File: config.mk
export PLATFORM = sky130hd
export DESIGN_NAME = faceplate_indicator_controller
export DESIGN_NICKNAME = d
export VERILOG_FILES = /design/src/design/faceplate_pkg.sv /design/src/design/faceplate_indicator_controller.sv
export SDC_FILE = /design/constraint.sdc
export NUM_CORES = 1
export LEC_CHECK = 0
export BUFFER_PORTS_ARGS = -buffer_cell sky130_fd_sc_hd__buf_2
export CAP_MARGIN = 10
export CORE_MARGIN = 5
export CORE_UTILIZATION = 54
export CTS_CLUSTER_SIZE = 8
export DETAILED_ROUTE_END_ITERATION = 12
export HOLD_SLACK_MARGIN = 0.1
export PLACE_DENSITY_LB_ADDON = 0.25
export SLEW_MARGIN = 15
export SYNTH_ARGS = -nofsm -noshare
export SYNTH_HDL_FRONTEND = slang
export SYNTH_SLANG_ARGS = --single-unit
File: constraint.sdc
create_clock -name clk_i -period 3.9 [get_ports clk_i]
set_clock_uncertainty 0.1 [all_clocks]
set_input_delay 0.39 -clock clk_i [delete_from_list [all_inputs] [get_ports clk_i]]
set_output_delay 0.39 -clock clk_i [all_outputs]
set_load 0.03 [all_outputs]
File: src/design/faceplate_pkg.sv
// Package: constants, register map and carrier structs for the faceplate lamp controller
`default_nettype none
package faceplate_pkg;
   // Wishbone register byte offsets
   localparam logic [7:0] CTRL_OFS    = 8'h00;
   localparam logic [7:0] STATUS_OFS  = 8'h04;
   localparam logic [7:0] IRQ_OFS     = 8'h08;
   localparam logic [7:0] MASK_OFS    = 8'h0C;
   localparam logic [7:0] FEED_A_OFS  = 8'h10;
   localparam logic [7:0] FEED_B_OFS  = 8'h14;
   localparam logic [7:0] THR_LO_OFS  = 8'h18;
   localparam logic [7:0] THR_HI_OFS  = 8'h1C;
   localparam logic [7:0] THR_ELO_OFS = 8'h20;
   localparam logic [7:0] THR_EHI_OFS = 8'h24;
   localparam logic [7:0] LAMPS_OFS   = 8'h28;
   // Control register fields
   localparam int CTRL_TEST_BIT    = 0;
   localparam int CTRL_ACTIVE_BIT  = 1;
   localparam int CTRL_LOCK_BIT    = 2;
   // Interrupt event bit positions
   localparam int EV_NEW_ALARM  = 0;
   localparam int EV_CUTOFF_END = 1;
   localparam int EV_FEED_BAD   = 2;
   localparam int EV_TEST_DONE  = 3;
   localparam int EV_WIDTH      = 4;
   // Feed voltage width and threshold reset values
   localparam int          VOLT_W       = 16;
   localparam logic [15:0] THR_LO_RST   = 16'h0100;
   localparam logic [15:0] THR_HI_RST   = 16'h0F00;
   localparam logic [15:0] THR_ELO_RST  = 16'h0080;
   localparam logic [15:0] THR_EHI_RST  = 16'h0F80;
   // Timing: clock, lamp test length, blink half period
   localparam longint CLK_HZ        = 20000000;
   localparam longint TEST_MS       = 3000;
   localparam longint BLINK_MS      = 250;
   localparam longint TEST_CYCLES   = (CLK_HZ / 1000) * TEST_MS;
   localparam longint BLINK_CYCLES  = (CLK_HZ / 1000) * BLINK_MS;
   // Two-colour lamp encodings
   typedef enum logic [1:0] {
      LAMP_OFF   = 2'h0,
      LAMP_GREEN = 2'h1,
      LAMP_RED   = 2'h2,
      LAMP_AMBER = 2'h3
   } lamp_colour_t;
   // Alarm severity bundle
   typedef struct packed {
      logic severe;
      logic serious;
      logic minor;
   } alarm_set_t;
   // Test sequencer states (one-bit steps from IDLE to RUN to DONE)
   typedef enum logic [1:0] {
      TST_IDLE = 2'h0,
      TST_RUN  = 2'h1,
      TST_DONE = 2'h3
   } test_state_t;
endpackage
`default_nettype wire

File: src/design/faceplate_indicator_controller.sv
// Faceplate lamp controller with Wishbone register slave
// Contract
// - Lamp test starts from faceplate button or management command.
// - During lamp test every port lamp lights together for seconds.
// - Fail lamp steady in reset or fail mode, flashing booting or writing.
// - Role lamp green when active controller, amber when standby.
// - Card lamps blink while active card writes own or standby database.
// - Severe, serious red and minor yellow lamps follow local alarms.
// - Far-end lamp red when any remote terminal reports an alarm.
// - Timing-lock lamp green only when locked to external reference.
// - Cut-off button opens audible contact and lights cut-off lamp.
// - New alarm during cut-off ends cut-off, audible alarm sounds again.
// - When causing alarm clears, cut-off lamp and audible control reset.
// - Feed lamp green while voltage lies between low and high thresholds.
// - Feed lamp red above high/extreme high or below low/extreme low.
// - Feed lamp red when its voltage measures zero.
// - Ethernet green lamp shows link, amber lamp shows receive traffic.
`default_nettype none
module faceplate_indicator_controller #(
   parameter longint TEST_CYCLES  = faceplate_pkg::TEST_CYCLES,
   parameter longint BLINK_CYCLES = faceplate_pkg::BLINK_CYCLES
) (
   input  wire  logic        clk_i,
   input  wire  logic        rst_i,
   // Wishbone classic slave
   input  wire  logic        cyc_i,
   input  wire  logic        stb_i,
   input  wire  logic        we_i,
   input  wire  logic [7:0]  adr_i,
   input  wire  logic [3:0]  sel_i,
   input  wire  logic [31:0] dat_i,
   output logic       [31:0] dat_o,
   output logic              ack_o,
   output logic              irq_o,
   // Card status inputs
   input  wire  logic        test_button_i,
   input  wire  logic        card_fail_i,
   input  wire  logic        booting_i,
   input  wire  logic        db_write_i,
   input  wire  logic        local_severe_i,
   input  wire  logic        local_serious_i,
   input  wire  logic        local_minor_i,
   input  wire  logic        remote_alarm_i,
   input  wire  logic        cutoff_button_i,
   input  wire  logic        eth_link_i,
   input  wire  logic        eth_rx_i,
   // Lamp drives
   output logic              fail_lamp_o,
   output logic [1:0]        role_lamp_o,
   output logic              severe_alarm_lamp_o,
   output logic              serious_alarm_lamp_o,
   output logic              minor_alarm_lamp_o,
   output logic              far_end_alarm_lamp_o,
   output logic              lock_lamp_o,
   output logic              cutoff_lamp_o,
   output logic              audible_contact_o,
   output logic [1:0]        feed_a_lamp_o,
   output logic [1:0]        feed_b_lamp_o,
   output logic              link_lamp_o,
   output logic              rx_traffic_lamp_o
);
   localparam int TW = 32;
   localparam int BW = 32;
   localparam logic [TW-1:0] TEST_LOAD  = TW'(TEST_CYCLES - 1);
   localparam logic [BW-1:0] BLINK_LOAD = BW'(BLINK_CYCLES - 1);

   // Software registers
   logic [2:0]  ctrl;
   logic [faceplate_pkg::EV_WIDTH-1:0] irq_stat;
   logic [faceplate_pkg::EV_WIDTH-1:0] irq_mask;
   logic [15:0] feed_a;
   logic [15:0] feed_b;
   logic [15:0] thr_lo;
   logic [15:0] thr_hi;
   logic [15:0] thr_elo;
   logic [15:0] thr_ehi;

   faceplate_pkg::alarm_set_t   alarms;
   faceplate_pkg::alarm_set_t   alarms_q;
   faceplate_pkg::test_state_t  tst;
   logic [TW-1:0] test_cnt;
   logic [BW-1:0] blink_cnt;
   logic          blink;
   logic          cutoff;
   logic          test_btn_q;
   logic          cut_btn_q;
   logic          feed_bad_q;
   logic          remote_q;
   logic          remote_rise;
   logic          wr;
   logic          rd;
   logic          test_req;
   logic          new_alarm;
   logic          any_alarm;
   logic          testing;
   logic          feed_a_ok;
   logic          feed_b_ok;
   logic          cutoff_end;
   logic [faceplate_pkg::EV_WIDTH-1:0] events;

   assign alarms    = '{severe: local_severe_i, serious: local_serious_i,
                        minor: local_minor_i};
   assign any_alarm = |alarms | remote_alarm_i;
   // New alarm is any local bit or remote bit rising
   assign remote_rise = remote_alarm_i & ~remote_q;
   assign new_alarm   = |(alarms & ~alarms_q) | remote_rise;
   assign wr = cyc_i & stb_i & we_i & ack_o;    // Write lands on the acked edge
   assign rd = cyc_i & stb_i & ~we_i & ~ack_o;  // Read data stands by the acked edge
   assign testing = (tst == faceplate_pkg::TST_RUN);

   // Test request from button edge or write of the test bit
   assign test_req = (test_button_i & ~test_btn_q)
                   | (wr & adr_i == faceplate_pkg::CTRL_OFS & sel_i[0]
                      & dat_i[faceplate_pkg::CTRL_TEST_BIT]);

   // Feed windows: zero and any out-of-window value reads as bad
   assign feed_a_ok = (feed_a != 16'h0000) & (feed_a >= thr_lo) & (feed_a <= thr_hi)
                    & (feed_a >= thr_elo) & (feed_a <= thr_ehi);
   assign feed_b_ok = (feed_b != 16'h0000) & (feed_b >= thr_lo) & (feed_b <= thr_hi)
                    & (feed_b >= thr_elo) & (feed_b <= thr_ehi);

   assign cutoff_end = cutoff & (new_alarm | ~any_alarm);
   assign events = {tst == faceplate_pkg::TST_DONE,
                    (~feed_a_ok | ~feed_b_ok) & ~feed_bad_q,
                    cutoff_end,
                    new_alarm};

   // Input edge history
   always_ff @(posedge clk_i)
   begin
      if (rst_i)
      begin
         alarms_q   <= '0;
         remote_q   <= 1'b0;
         test_btn_q <= 1'b0;
         cut_btn_q  <= 1'b0;
         feed_bad_q <= 1'b1;   // Feeds reset to zero, so already bad
      end
      else
      begin
         alarms_q   <= alarms;
         remote_q   <= remote_alarm_i;
         test_btn_q <= test_button_i;
         cut_btn_q  <= cutoff_button_i;
         feed_bad_q <= ~feed_a_ok | ~feed_b_ok;
      end
   end

   // Shared blink divider keeps every blinking lamp in phase
   always_ff @(posedge clk_i)
   begin
      if (rst_i)
      begin
         blink_cnt <= BLINK_LOAD;
         blink     <= 1'b0;
      end
      else if (blink_cnt == '0)
      begin
         blink_cnt <= BLINK_LOAD;
         blink     <= ~blink;
      end
      else
         blink_cnt <= blink_cnt - 1'b1;
   end

   // Lamp test sequencer; a retrigger restarts the count
   always_ff @(posedge clk_i)
   begin
      if (rst_i)
      begin
         tst      <= faceplate_pkg::TST_IDLE;
         test_cnt <= '0;
      end
      else
      begin
         case (tst)
            faceplate_pkg::TST_IDLE:
               if (test_req)
               begin
                  tst      <= faceplate_pkg::TST_RUN;
                  test_cnt <= TEST_LOAD;
               end
            faceplate_pkg::TST_RUN:
               if (test_req)
                  test_cnt <= TEST_LOAD;
               else if (test_cnt == '0)
                  tst <= faceplate_pkg::TST_DONE;
               else
                  test_cnt <= test_cnt - 1'b1;
            faceplate_pkg::TST_DONE:
               tst <= faceplate_pkg::TST_IDLE;
            default:
               tst <= faceplate_pkg::TST_IDLE;
         endcase
      end
   end

   // Cut-off latch: set by button, ended by new alarm or alarm clear
   always_ff @(posedge clk_i)
   begin
      if (rst_i)
         cutoff <= 1'b0;
      else if (cutoff_end)
         cutoff <= 1'b0;
      else if (cutoff_button_i & ~cut_btn_q & any_alarm)
         cutoff <= 1'b1;
   end

   // Register writes
   always_ff @(posedge clk_i)
   begin
      if (rst_i)
      begin
         ctrl     <= 3'h0;
         irq_mask <= '0;
         feed_a   <= 16'h0000;
         feed_b   <= 16'h0000;
         thr_lo   <= faceplate_pkg::THR_LO_RST;
         thr_hi   <= faceplate_pkg::THR_HI_RST;
         thr_elo  <= faceplate_pkg::THR_ELO_RST;
         thr_ehi  <= faceplate_pkg::THR_EHI_RST;
      end
      else if (wr & sel_i[0])
      begin
         case (adr_i)
            faceplate_pkg::CTRL_OFS:    ctrl     <= {dat_i[2:1], 1'b0};
            faceplate_pkg::MASK_OFS:    irq_mask <= dat_i[faceplate_pkg::EV_WIDTH-1:0];
            faceplate_pkg::FEED_A_OFS:  feed_a[7:0]  <= dat_i[7:0];
            faceplate_pkg::FEED_B_OFS:  feed_b[7:0]  <= dat_i[7:0];
            faceplate_pkg::THR_LO_OFS:  thr_lo[7:0]  <= dat_i[7:0];
            faceplate_pkg::THR_HI_OFS:  thr_hi[7:0]  <= dat_i[7:0];
            faceplate_pkg::THR_ELO_OFS: thr_elo[7:0] <= dat_i[7:0];
            faceplate_pkg::THR_EHI_OFS: thr_ehi[7:0] <= dat_i[7:0];
            default: ;
         endcase
         if (sel_i[1])
         begin
            case (adr_i)
               faceplate_pkg::FEED_A_OFS:  feed_a[15:8]  <= dat_i[15:8];
               faceplate_pkg::FEED_B_OFS:  feed_b[15:8]  <= dat_i[15:8];
               faceplate_pkg::THR_LO_OFS:  thr_lo[15:8]  <= dat_i[15:8];
               faceplate_pkg::THR_HI_OFS:  thr_hi[15:8]  <= dat_i[15:8];
               faceplate_pkg::THR_ELO_OFS: thr_elo[15:8] <= dat_i[15:8];
               faceplate_pkg::THR_EHI_OFS: thr_ehi[15:8] <= dat_i[15:8];
               default: ;
            endcase
         end
      end
   end

   // Sticky events; a set in the clearing cycle wins
   always_ff @(posedge clk_i)
   begin
      if (rst_i)
         irq_stat <= '0;
      else if (wr & sel_i[0] & adr_i == faceplate_pkg::IRQ_OFS)
         irq_stat <= (irq_stat & ~dat_i[faceplate_pkg::EV_WIDTH-1:0]) | events;
      else
         irq_stat <= irq_stat | events;
   end

   // Bus answer: one-cycle ack, unmapped reads zero
   always_ff @(posedge clk_i)
   begin
      if (rst_i)
      begin
         ack_o <= 1'b0;
         dat_o <= 32'h0000_0000;
         irq_o <= 1'b0;
      end
      else
      begin
         ack_o <= cyc_i & stb_i & ~ack_o;
         irq_o <= |((irq_stat | events) & irq_mask);
         if (rd)
         begin
            case (adr_i)
               faceplate_pkg::CTRL_OFS:    dat_o <= {29'h0, ctrl[2:1], testing};
               faceplate_pkg::STATUS_OFS:  dat_o <= {24'h0, cutoff, feed_b_ok, feed_a_ok,
                                                     remote_alarm_i, alarms, testing};
               faceplate_pkg::IRQ_OFS:     dat_o <= {28'h0, irq_stat};
               faceplate_pkg::MASK_OFS:    dat_o <= {28'h0, irq_mask};
               faceplate_pkg::FEED_A_OFS:  dat_o <= {16'h0, feed_a};
               faceplate_pkg::FEED_B_OFS:  dat_o <= {16'h0, feed_b};
               faceplate_pkg::THR_LO_OFS:  dat_o <= {16'h0, thr_lo};
               faceplate_pkg::THR_HI_OFS:  dat_o <= {16'h0, thr_hi};
               faceplate_pkg::THR_ELO_OFS: dat_o <= {16'h0, thr_elo};
               faceplate_pkg::THR_EHI_OFS: dat_o <= {16'h0, thr_ehi};
               faceplate_pkg::LAMPS_OFS:   dat_o <= {22'h0, feed_b_lamp_o, feed_a_lamp_o,
                                                     role_lamp_o, cutoff_lamp_o,
                                                     lock_lamp_o, fail_lamp_o, audible_contact_o};
               default:                    dat_o <= 32'h0000_0000;
            endcase
         end
      end
   end

   // Lamp drives; lamp test overrides all lamps but not the audible contact, card lamps blink on active-card writes
   always_ff @(posedge clk_i)
   begin
      if (rst_i)
      begin
         fail_lamp_o          <= 1'b1;
         role_lamp_o          <= faceplate_pkg::LAMP_OFF;
         severe_alarm_lamp_o  <= 1'b0;
         serious_alarm_lamp_o <= 1'b0;
         minor_alarm_lamp_o   <= 1'b0;
         far_end_alarm_lamp_o <= 1'b0;
         lock_lamp_o          <= 1'b0;
         cutoff_lamp_o        <= 1'b0;
         audible_contact_o    <= 1'b0;
         feed_a_lamp_o        <= faceplate_pkg::LAMP_OFF;
         feed_b_lamp_o        <= faceplate_pkg::LAMP_OFF;
         link_lamp_o          <= 1'b0;
         rx_traffic_lamp_o    <= 1'b0;
      end
      else if (testing)
      begin
         fail_lamp_o          <= 1'b1;
         role_lamp_o          <= faceplate_pkg::LAMP_AMBER;
         severe_alarm_lamp_o  <= 1'b1;
         serious_alarm_lamp_o <= 1'b1;
         minor_alarm_lamp_o   <= 1'b1;
         far_end_alarm_lamp_o <= 1'b1;
         lock_lamp_o          <= 1'b1;
         cutoff_lamp_o        <= 1'b1;
         audible_contact_o    <= any_alarm & ~cutoff;
         feed_a_lamp_o        <= faceplate_pkg::LAMP_AMBER;
         feed_b_lamp_o        <= faceplate_pkg::LAMP_AMBER;
         link_lamp_o          <= 1'b1;
         rx_traffic_lamp_o    <= 1'b1;
      end
      else
      begin
         fail_lamp_o <= card_fail_i | ((booting_i | db_write_i) & blink);
         if (db_write_i & ctrl[faceplate_pkg::CTRL_ACTIVE_BIT] & ~blink)
            role_lamp_o <= faceplate_pkg::LAMP_OFF;
         else
            role_lamp_o <= ctrl[faceplate_pkg::CTRL_ACTIVE_BIT] ?
                           faceplate_pkg::LAMP_GREEN : faceplate_pkg::LAMP_AMBER;
         severe_alarm_lamp_o  <= alarms.severe;
         serious_alarm_lamp_o <= alarms.serious;
         minor_alarm_lamp_o   <= alarms.minor;
         far_end_alarm_lamp_o <= remote_alarm_i;
         lock_lamp_o          <= ctrl[faceplate_pkg::CTRL_LOCK_BIT];
         cutoff_lamp_o        <= cutoff & ~cutoff_end;
         audible_contact_o    <= any_alarm & ~(cutoff & ~cutoff_end);
         feed_a_lamp_o <= feed_a_ok ? faceplate_pkg::LAMP_GREEN : faceplate_pkg::LAMP_RED;
         feed_b_lamp_o <= feed_b_ok ? faceplate_pkg::LAMP_GREEN : faceplate_pkg::LAMP_RED;
         link_lamp_o          <= eth_link_i;
         rx_traffic_lamp_o    <= eth_rx_i;
      end
   end

   // Checks; lamps still hold reset values one edge past the release edge
   test_lamps_a: assert property (@(posedge clk_i) disable iff (rst_i)
      testing |=> severe_alarm_lamp_o && link_lamp_o) else $error("lamp test not lit");
   test_start_a: assert property (@(posedge clk_i) disable iff (rst_i)
      (tst == faceplate_pkg::TST_IDLE && test_req) |=> testing)
      else $error("lamp test not started");
   test_end_a: assert property (@(posedge clk_i) disable iff (rst_i)
      (testing && test_cnt == '0 && !test_req) |=> tst == faceplate_pkg::TST_DONE)
      else $error("lamp test did not end");
   fail_steady_a: assert property (@(posedge clk_i) disable iff (rst_i)
      (card_fail_i && !testing) |=> fail_lamp_o) else $error("fail lamp not on");
   role_colour_a: assert property (@(posedge clk_i) disable iff (rst_i)
      (!rst_i && !testing && !db_write_i && !ctrl[faceplate_pkg::CTRL_ACTIVE_BIT])
      |=> role_lamp_o == faceplate_pkg::LAMP_AMBER) else $error("standby not amber");
   alarm_lamps_a: assert property (@(posedge clk_i) disable iff (rst_i)
      (!rst_i && !testing) |=> severe_alarm_lamp_o == $past(local_severe_i)
                   && far_end_alarm_lamp_o == $past(remote_alarm_i))
      else $error("alarm lamp mismatch");
   lock_lamp_a: assert property (@(posedge clk_i) disable iff (rst_i)
      (!testing && !ctrl[2]) |=> !lock_lamp_o) else $error("lock lamp wrongly lit");
   cutoff_drop_a: assert property (@(posedge clk_i) disable iff (rst_i)
      (cutoff && new_alarm) |=> !cutoff) else $error("cut-off survived new alarm");
   cutoff_clear_a: assert property (@(posedge clk_i) disable iff (rst_i)
      (cutoff && !any_alarm) |=> !cutoff) else $error("cut-off survived clear");
   feed_zero_a: assert property (@(posedge clk_i) disable iff (rst_i)
      (!rst_i && !testing && feed_a == 16'h0000) |=> feed_a_lamp_o == faceplate_pkg::LAMP_RED)
      else $error("zero feed not red");
   blink_phase_a: assert property (@(posedge clk_i) disable iff (rst_i)
      (blink_cnt == '0) |=> blink != $past(blink)) else $error("blink not toggled");
   ack_once_a: assert property (@(posedge clk_i) disable iff (rst_i)
      ack_o |=> !ack_o) else $error("ack held");
   test_run_c:   cover property (@(posedge clk_i) tst == faceplate_pkg::TST_DONE);
   cutoff_on_c:  cover property (@(posedge clk_i) cutoff_lamp_o);
   cutoff_end_c: cover property (@(posedge clk_i) cutoff && new_alarm);
   feed_good_c:  cover property (@(posedge clk_i) feed_a_lamp_o == faceplate_pkg::LAMP_GREEN);
endmodule // faceplate_indicator_controller
`default_nettype wire

Word level (Yosys, flattened, before mapping). Index checks and enable logic that the tools add are counted.

Register bits: 231. Input port bits: 60. Output and inout port bits: 50. Word-level logic and storage cells: 182.

Add/sub/neg operators: 2. $lt $le $gt $ge: 8. Equality and inequality tests: 16. Muxes and demuxes: 26. Bitwise operators: 58. Reductions and logical operators: 29.

Operator list (number): 16-bit one-hot mux with 11 select lines (1); 32-bit 2-to-1 mux (3); 16-bit >= comparator (4); 16-bit <= comparator (4); 32-bit zero test (2); 32-bit one-hot mux with 2 select lines (1); 32-bit by 1-bit subtractor with 32-bit output, second input constant (2); 8-bit by 5-bit equality test with 1-bit output, second input constant (4); 16-bit nonzero test (2); 1-bit AND (31); 8-bit by 6-bit equality test with 1-bit output, second input constant (3); 3-bit AND reduction (8); 2-bit 2-to-1 mux (10); 8-bit by 4-bit equality test with 1-bit output, second input constant (2); 2-bit AND reduction (8); 1-bit NOT (13); 1-bit 2-to-1 mux (9); 4-bit AND (2); 8-bit by 3-bit equality test with 1-bit output, second input constant (1); 8-bit zero test (1); 4-bit OR (2); 1-bit OR (7); 2-bit OR reduction (3); 3-bit OR reduction (2); 13 further kinds (14).

Longest topological paths before layout.
Word-level depth: 11. Gate-level depth with buffers: 11. Gate-level depth less buffers: 10.

Worst setup path after synthesis. Ideal clock, no wire load.

Kind: flip-flop to flip-flop. Start point: reg blink_cnt[16]. End point: reg blink_cnt[20]. Library setup time: 0.115 ns. Arrival time: 2.563 ns. Data required time: 3.685 ns. Setup slack: 1.122 ns. Stages on the path, launching flop included: 10. Buffers on the path: 1. Clock period less this slack: 2.778 ns. Path through: dfxtp_1 > or4_4 > or3_4 > or4_4 > or2_1 > nor3_4 > nand2_1 > nand2_2 > buf_6 > nor2_1.

Longest elaborated chain between the ends: 2. Elaborated cells between the ends (all ways): 3. Those cells by class: add/sub: 1; reduce/logical: 2.

RTL lines: start: declaration (RTL line faceplate_indicator_controller.sv:82) `logic [BW-1:0] blink_cnt;`; start signal: assignment (RTL line faceplate_indicator_controller.sv:163) `blink_cnt <= blink_cnt - 1'b1;`; branches (longest 2 deep; another with 32-bit by 1-bit subtractor with 32-bit output).

Parallel ways; which one is timed is not known. A chain may end at the register's enable or synchronous reset.

Final worst setup path.
Start point: reg blink_cnt[16]. End point: reg blink_cnt[25].

The elaborated chain is that of the path after synthesis.

==> summary.md <==
| Metric | Value |
|---|---|
| Diode count | `0` |
| Die width | `158 µm` |
| Period Utilization, post-route | `0.805` |
| Inserted Clock Buffers | `31` |
| Hold WC Path Type | `in -> reg` |
| # placed instances | `1739` |
| Post-synth EDFFs | `0` |
| Most used DFF post-synth | `dfxtp_1` |
| Skew-Pair Late Insertion Delay | `0.56 ns` |
| Non-Filler Instances | `1801` |
| Final nets | `1708` |
| Largest net degree at the start of global routing | `74` |
| Fin Setup TNS | `0 ns` |
| Clk root buf | `clkbuf_16` |
| Async SR Flop Fraction | `0` |
| Mapped Cells | `1420` |
| Setup slack, reg-to-reg | `0.76 ns` |
| Die area | `0.0250 mm²` |
| Fillers | `1878` |
| Hold Path Depth | `3` |
| HPWL after detailed placement | `25.4 mm` |
| Commonest non-fill, non-tap cell in the layout | `dfxtp_1` |
| Endpoint class of the critical path | `flop` |
| Residual DRC count | `0` |
| Clock transition at path regs | `0.06 ns` |
| Core area | `0.0217 mm²` |
| Ports | `110` |
| Die Height | `158 µm` |
| Pre-Repair DR Iteration Count | `9` |
| Register area | `0.00430 mm²` |
| DR vias | `11100` |
| CP arrival | `3.47 ns` |
| Crit path required time | `4.23 ns` |
| DR iter-0 viols | `1251` |
| DRT antenna net count | `0` |
| Final WL | `36.4 mm` |
| Worst vdd ir | `0.000431 V` |
| Seq/Total Area, Yosys | `0.363` |
| # port buffers | `75` |
| Crit-path max cell delay | `0.53 ns` |
| Layout cells sized above 1 | `0.0993` |
| Crit path top cell by count | `or4_4` |
| Vias per cell | `6.16` |
| Worst Path Max Fanout | `19` |
| Initial Utilization | `0.546` |
| Slowest CP cell | `or4_4` |
| Count of cell types in the netlist | `66` |
| RD Place Congestion | `0.920` |
| RSZ-0062 raised after global routing | `false` |
| Crit path kind | `reg -> reg` |
| Post-Syn Area | `0.0118 mm²` |
| Fmax | `319 MHz` |
| Final Hold Viols | `0` |
| R2r startpoint | `blink_cnt[16]$_SDFF_PP0_` |
| Multi-input logic area | `0.00700 mm²` |
| Worst Hold Path EP | `thr_elo[0]$_SDFFE_PP0P_` |
| Vias in the first global route | `10900` |
| H-tree depth | `1` |
| FP Rows | `54` |
| Worst slew pin tran | `0.986 ns` |
| Most frequent cells in the layout | `215 x dfxtp_1, 168 x nand2_1, 142 x nor2_1, 130 x ha_1, 129 x a21oi_1` |
| CTS tree | `yes` |
| Area Growth Syn to Fin | `14.3%` |
| Minimum clock period | `3.14 ns` |
| FF+latch count, synth | `215` |
| Pwr dens | `363 mW/mm²` |
| Clock buffer depth | `3` |
| Postcts setup bufs | `0` |
| Crit path launch type | `flop` |
| Ordered list of cells on the worst path | `or4_4 > or3_4 > or4_4 > or2_1 > nor3_4 > nand2_1 > nand2_2 > nor2_1` |
| Synth Warn # | `0` |
| CTS sink cnt | `215` |
| Max-cap check violation count | `0` |
| Cells on worst reg2reg path | `8` |
| Min-delay src | `dat_i[0]` |
| Grt total ovfl | `0` |
| Slew Viols, Final | `0` |
| Status | `completed` |
| Capturing point of the worst reg2reg path | `blink_cnt[25]$_SDFF_PP0_` |
| Syn avg cell area | `8.34 µm²` |
| Leakage | `5.77 nW` |
| Slew margin rel. | `0.343` |
| Final setup viols | `0` |
| Antenna violations before repair | `0` |
| Wire length per cell | `20.2 µm` |
| First-pass GRT wire length | `57.9 mm` |
| Tot GR Track Use | `0.289` |
==> layout make-up <==
| type | count | area share |
|---|---|---|
| Timing Repair Buffer | 121 | 0.0582 |
| Clock buffer | 34 | 0.0581 |
| Multi-Input combinational cell | 1071 | 0.517 |
| Inverter | 78 | 0.0216 |
| Sequential cell | 215 | 0.318 |
| Clock inverter | 2 | 0.00129 |
| Tap cell | 280 | 0.0259 |
==> what timing repair did <==
action,CTS,global route
hold endpoints to repair,80,0
hold buffers,26,0
gates resized for setup,0,0
==> power breakdown <==
| part | internal, W | total [W] | switching, W |
|---|---|---|---|
| clock | 0.00139 | 0.00234 | 0.000946 |
| sequential | 0.00224 | 0.00227 | 0.0000313 |
| combinational | 0.0000968 | 0.000311 | 0.000214 |
==> through the flow <==
step | hold WS, ns | setup slack [ns] | utilization | total power, W | instance area (µm²)
after floorplan | 0.267 | 1.12 | - | 0.00250 | 11900
after global placement | 0.280 | 0.825 | 0.575 | 0.00259 | 12500
after detailed placement | 0.285 | 0.784 | 0.575 | 0.00260 | 12500
after CTS | 0.100 | 0.779 | 0.624 | 0.00492 | 13500
after global routing | 0.121 | 0.542 | 0.624 | 0.00507 | 13500
final | 0.120 | 0.761 | 0.624 | 0.00492 | 13500
==> registers in the layout, indices dropped and copies added, names as in the netlist, 3 cells and up <==
register and count:
feed_b 16, thr_ehi 16, dat_o 16, thr_lo 16, alarms_q 3, irq_mask 4
test_cnt 32, blink_cnt 32, feed_a 16, thr_hi 16, thr_elo 16, irq_stat 4
==> critical path, delay by kind of cell (launching register included) <==
| family | cells | cell delay, ns |
|---|---|---|
| DFF | 1 | 0.34 |
| and+or+nand+nor | 8 | 2.59 |
==> cells by family (layout without fill, tap and decap cells) <==
family | after synthesis | count (layout) | share of synthesized area
AO/OA/AOI/OAI | 295 | 295 | 0.164
XOR/XNOR | 48 | 48 | 0.0355
adder cells (fa/ha/maj) | 130 | 130 | 0.137
buffers and inverters | 149 | 235 | 0.0530
flip-flops | 215 | 215 | 0.363
multiplexers | 31 | 31 | 0.0262
other | 1 | 16 | 0.000317
AND/OR/NAND/NOR | 551 | 551 | 0.220
==> cell usage after synthesis (13+ instances only) <==
| library cell | instances | share of area |
|---|---|---|
| a22oi_1 | 29 | 0.018 |
| a21oi_1 | 129 | 0.055 |
| nor3_1 | 25 | 0.011 |
| nand4_1 | 22 | 0.012 |
| mux2i_1 | 31 | 0.026 |
| xor2_1 | 14 | 0.010 |
| nor4_1 | 27 | 0.014 |
| a21o_1 | 18 | 0.011 |
| inv_1 | 77 | 0.024 |
| o21ai_0 | 19 | 0.0080 |
| a222oi_1 | 27 | 0.023 |
| buf_4 | 16 | 0.010 |
| xnor2_1 | 34 | 0.025 |
| dfxtp_1 | 215 | 0.36 |
| nand3_1 | 90 | 0.038 |
| a211oi_1 | 13 | 0.0082 |
| ha_1 | 130 | 0.14 |
| clkbuf_1 | 48 | 0.015 |
| nand2_1 | 168 | 0.053 |
| nor2_1 | 147 | 0.047 |
==> metal layers <==
layer / vias to the layer above / GRT usage / part of all wire / routed length (µm)
met4: 0 / 0.124 / 0.045 / 1630
met2: 545 / 0.470 / 0.46 / 16600
met5: - / 0 / 0 / 0
met1: 5152 / 0.368 / 0.40 / 14600
met3: 127 / 0.0675 / 0.096 / 3500
li1: 5262 / - / - / -
==> worst max-delay path by stage <==
stage,start,slack (ns),endpoint,depth (start not counted)
6_report,blink_cnt[16]$_SDFF_PP0_,0.76,blink_cnt[25]$_SDFF_PP0_,8
5_1_grt,blink_cnt[16]$_SDFF_PP0_,0.54,blink_cnt[7]$_SDFF_PP0_,8
4_1_cts,blink_cnt[16]$_SDFF_PP0_,0.78,blink_cnt[25]$_SDFF_PP0_,8
3_5_place_dp,blink_cnt[16]$_SDFF_PP0_,0.78,blink_cnt[25]$_SDFF_PP0_,8
3_3_place_gp,blink_cnt[16]$_SDFF_PP0_,0.83,blink_cnt[16]$_SDFF_PP0_,8
2_1_floorplan,blink_cnt[16]$_SDFF_PP0_,1.12,blink_cnt[20]$_SDFF_PP0_,9
Note: power is estimated with default switching activity, not from simulation.
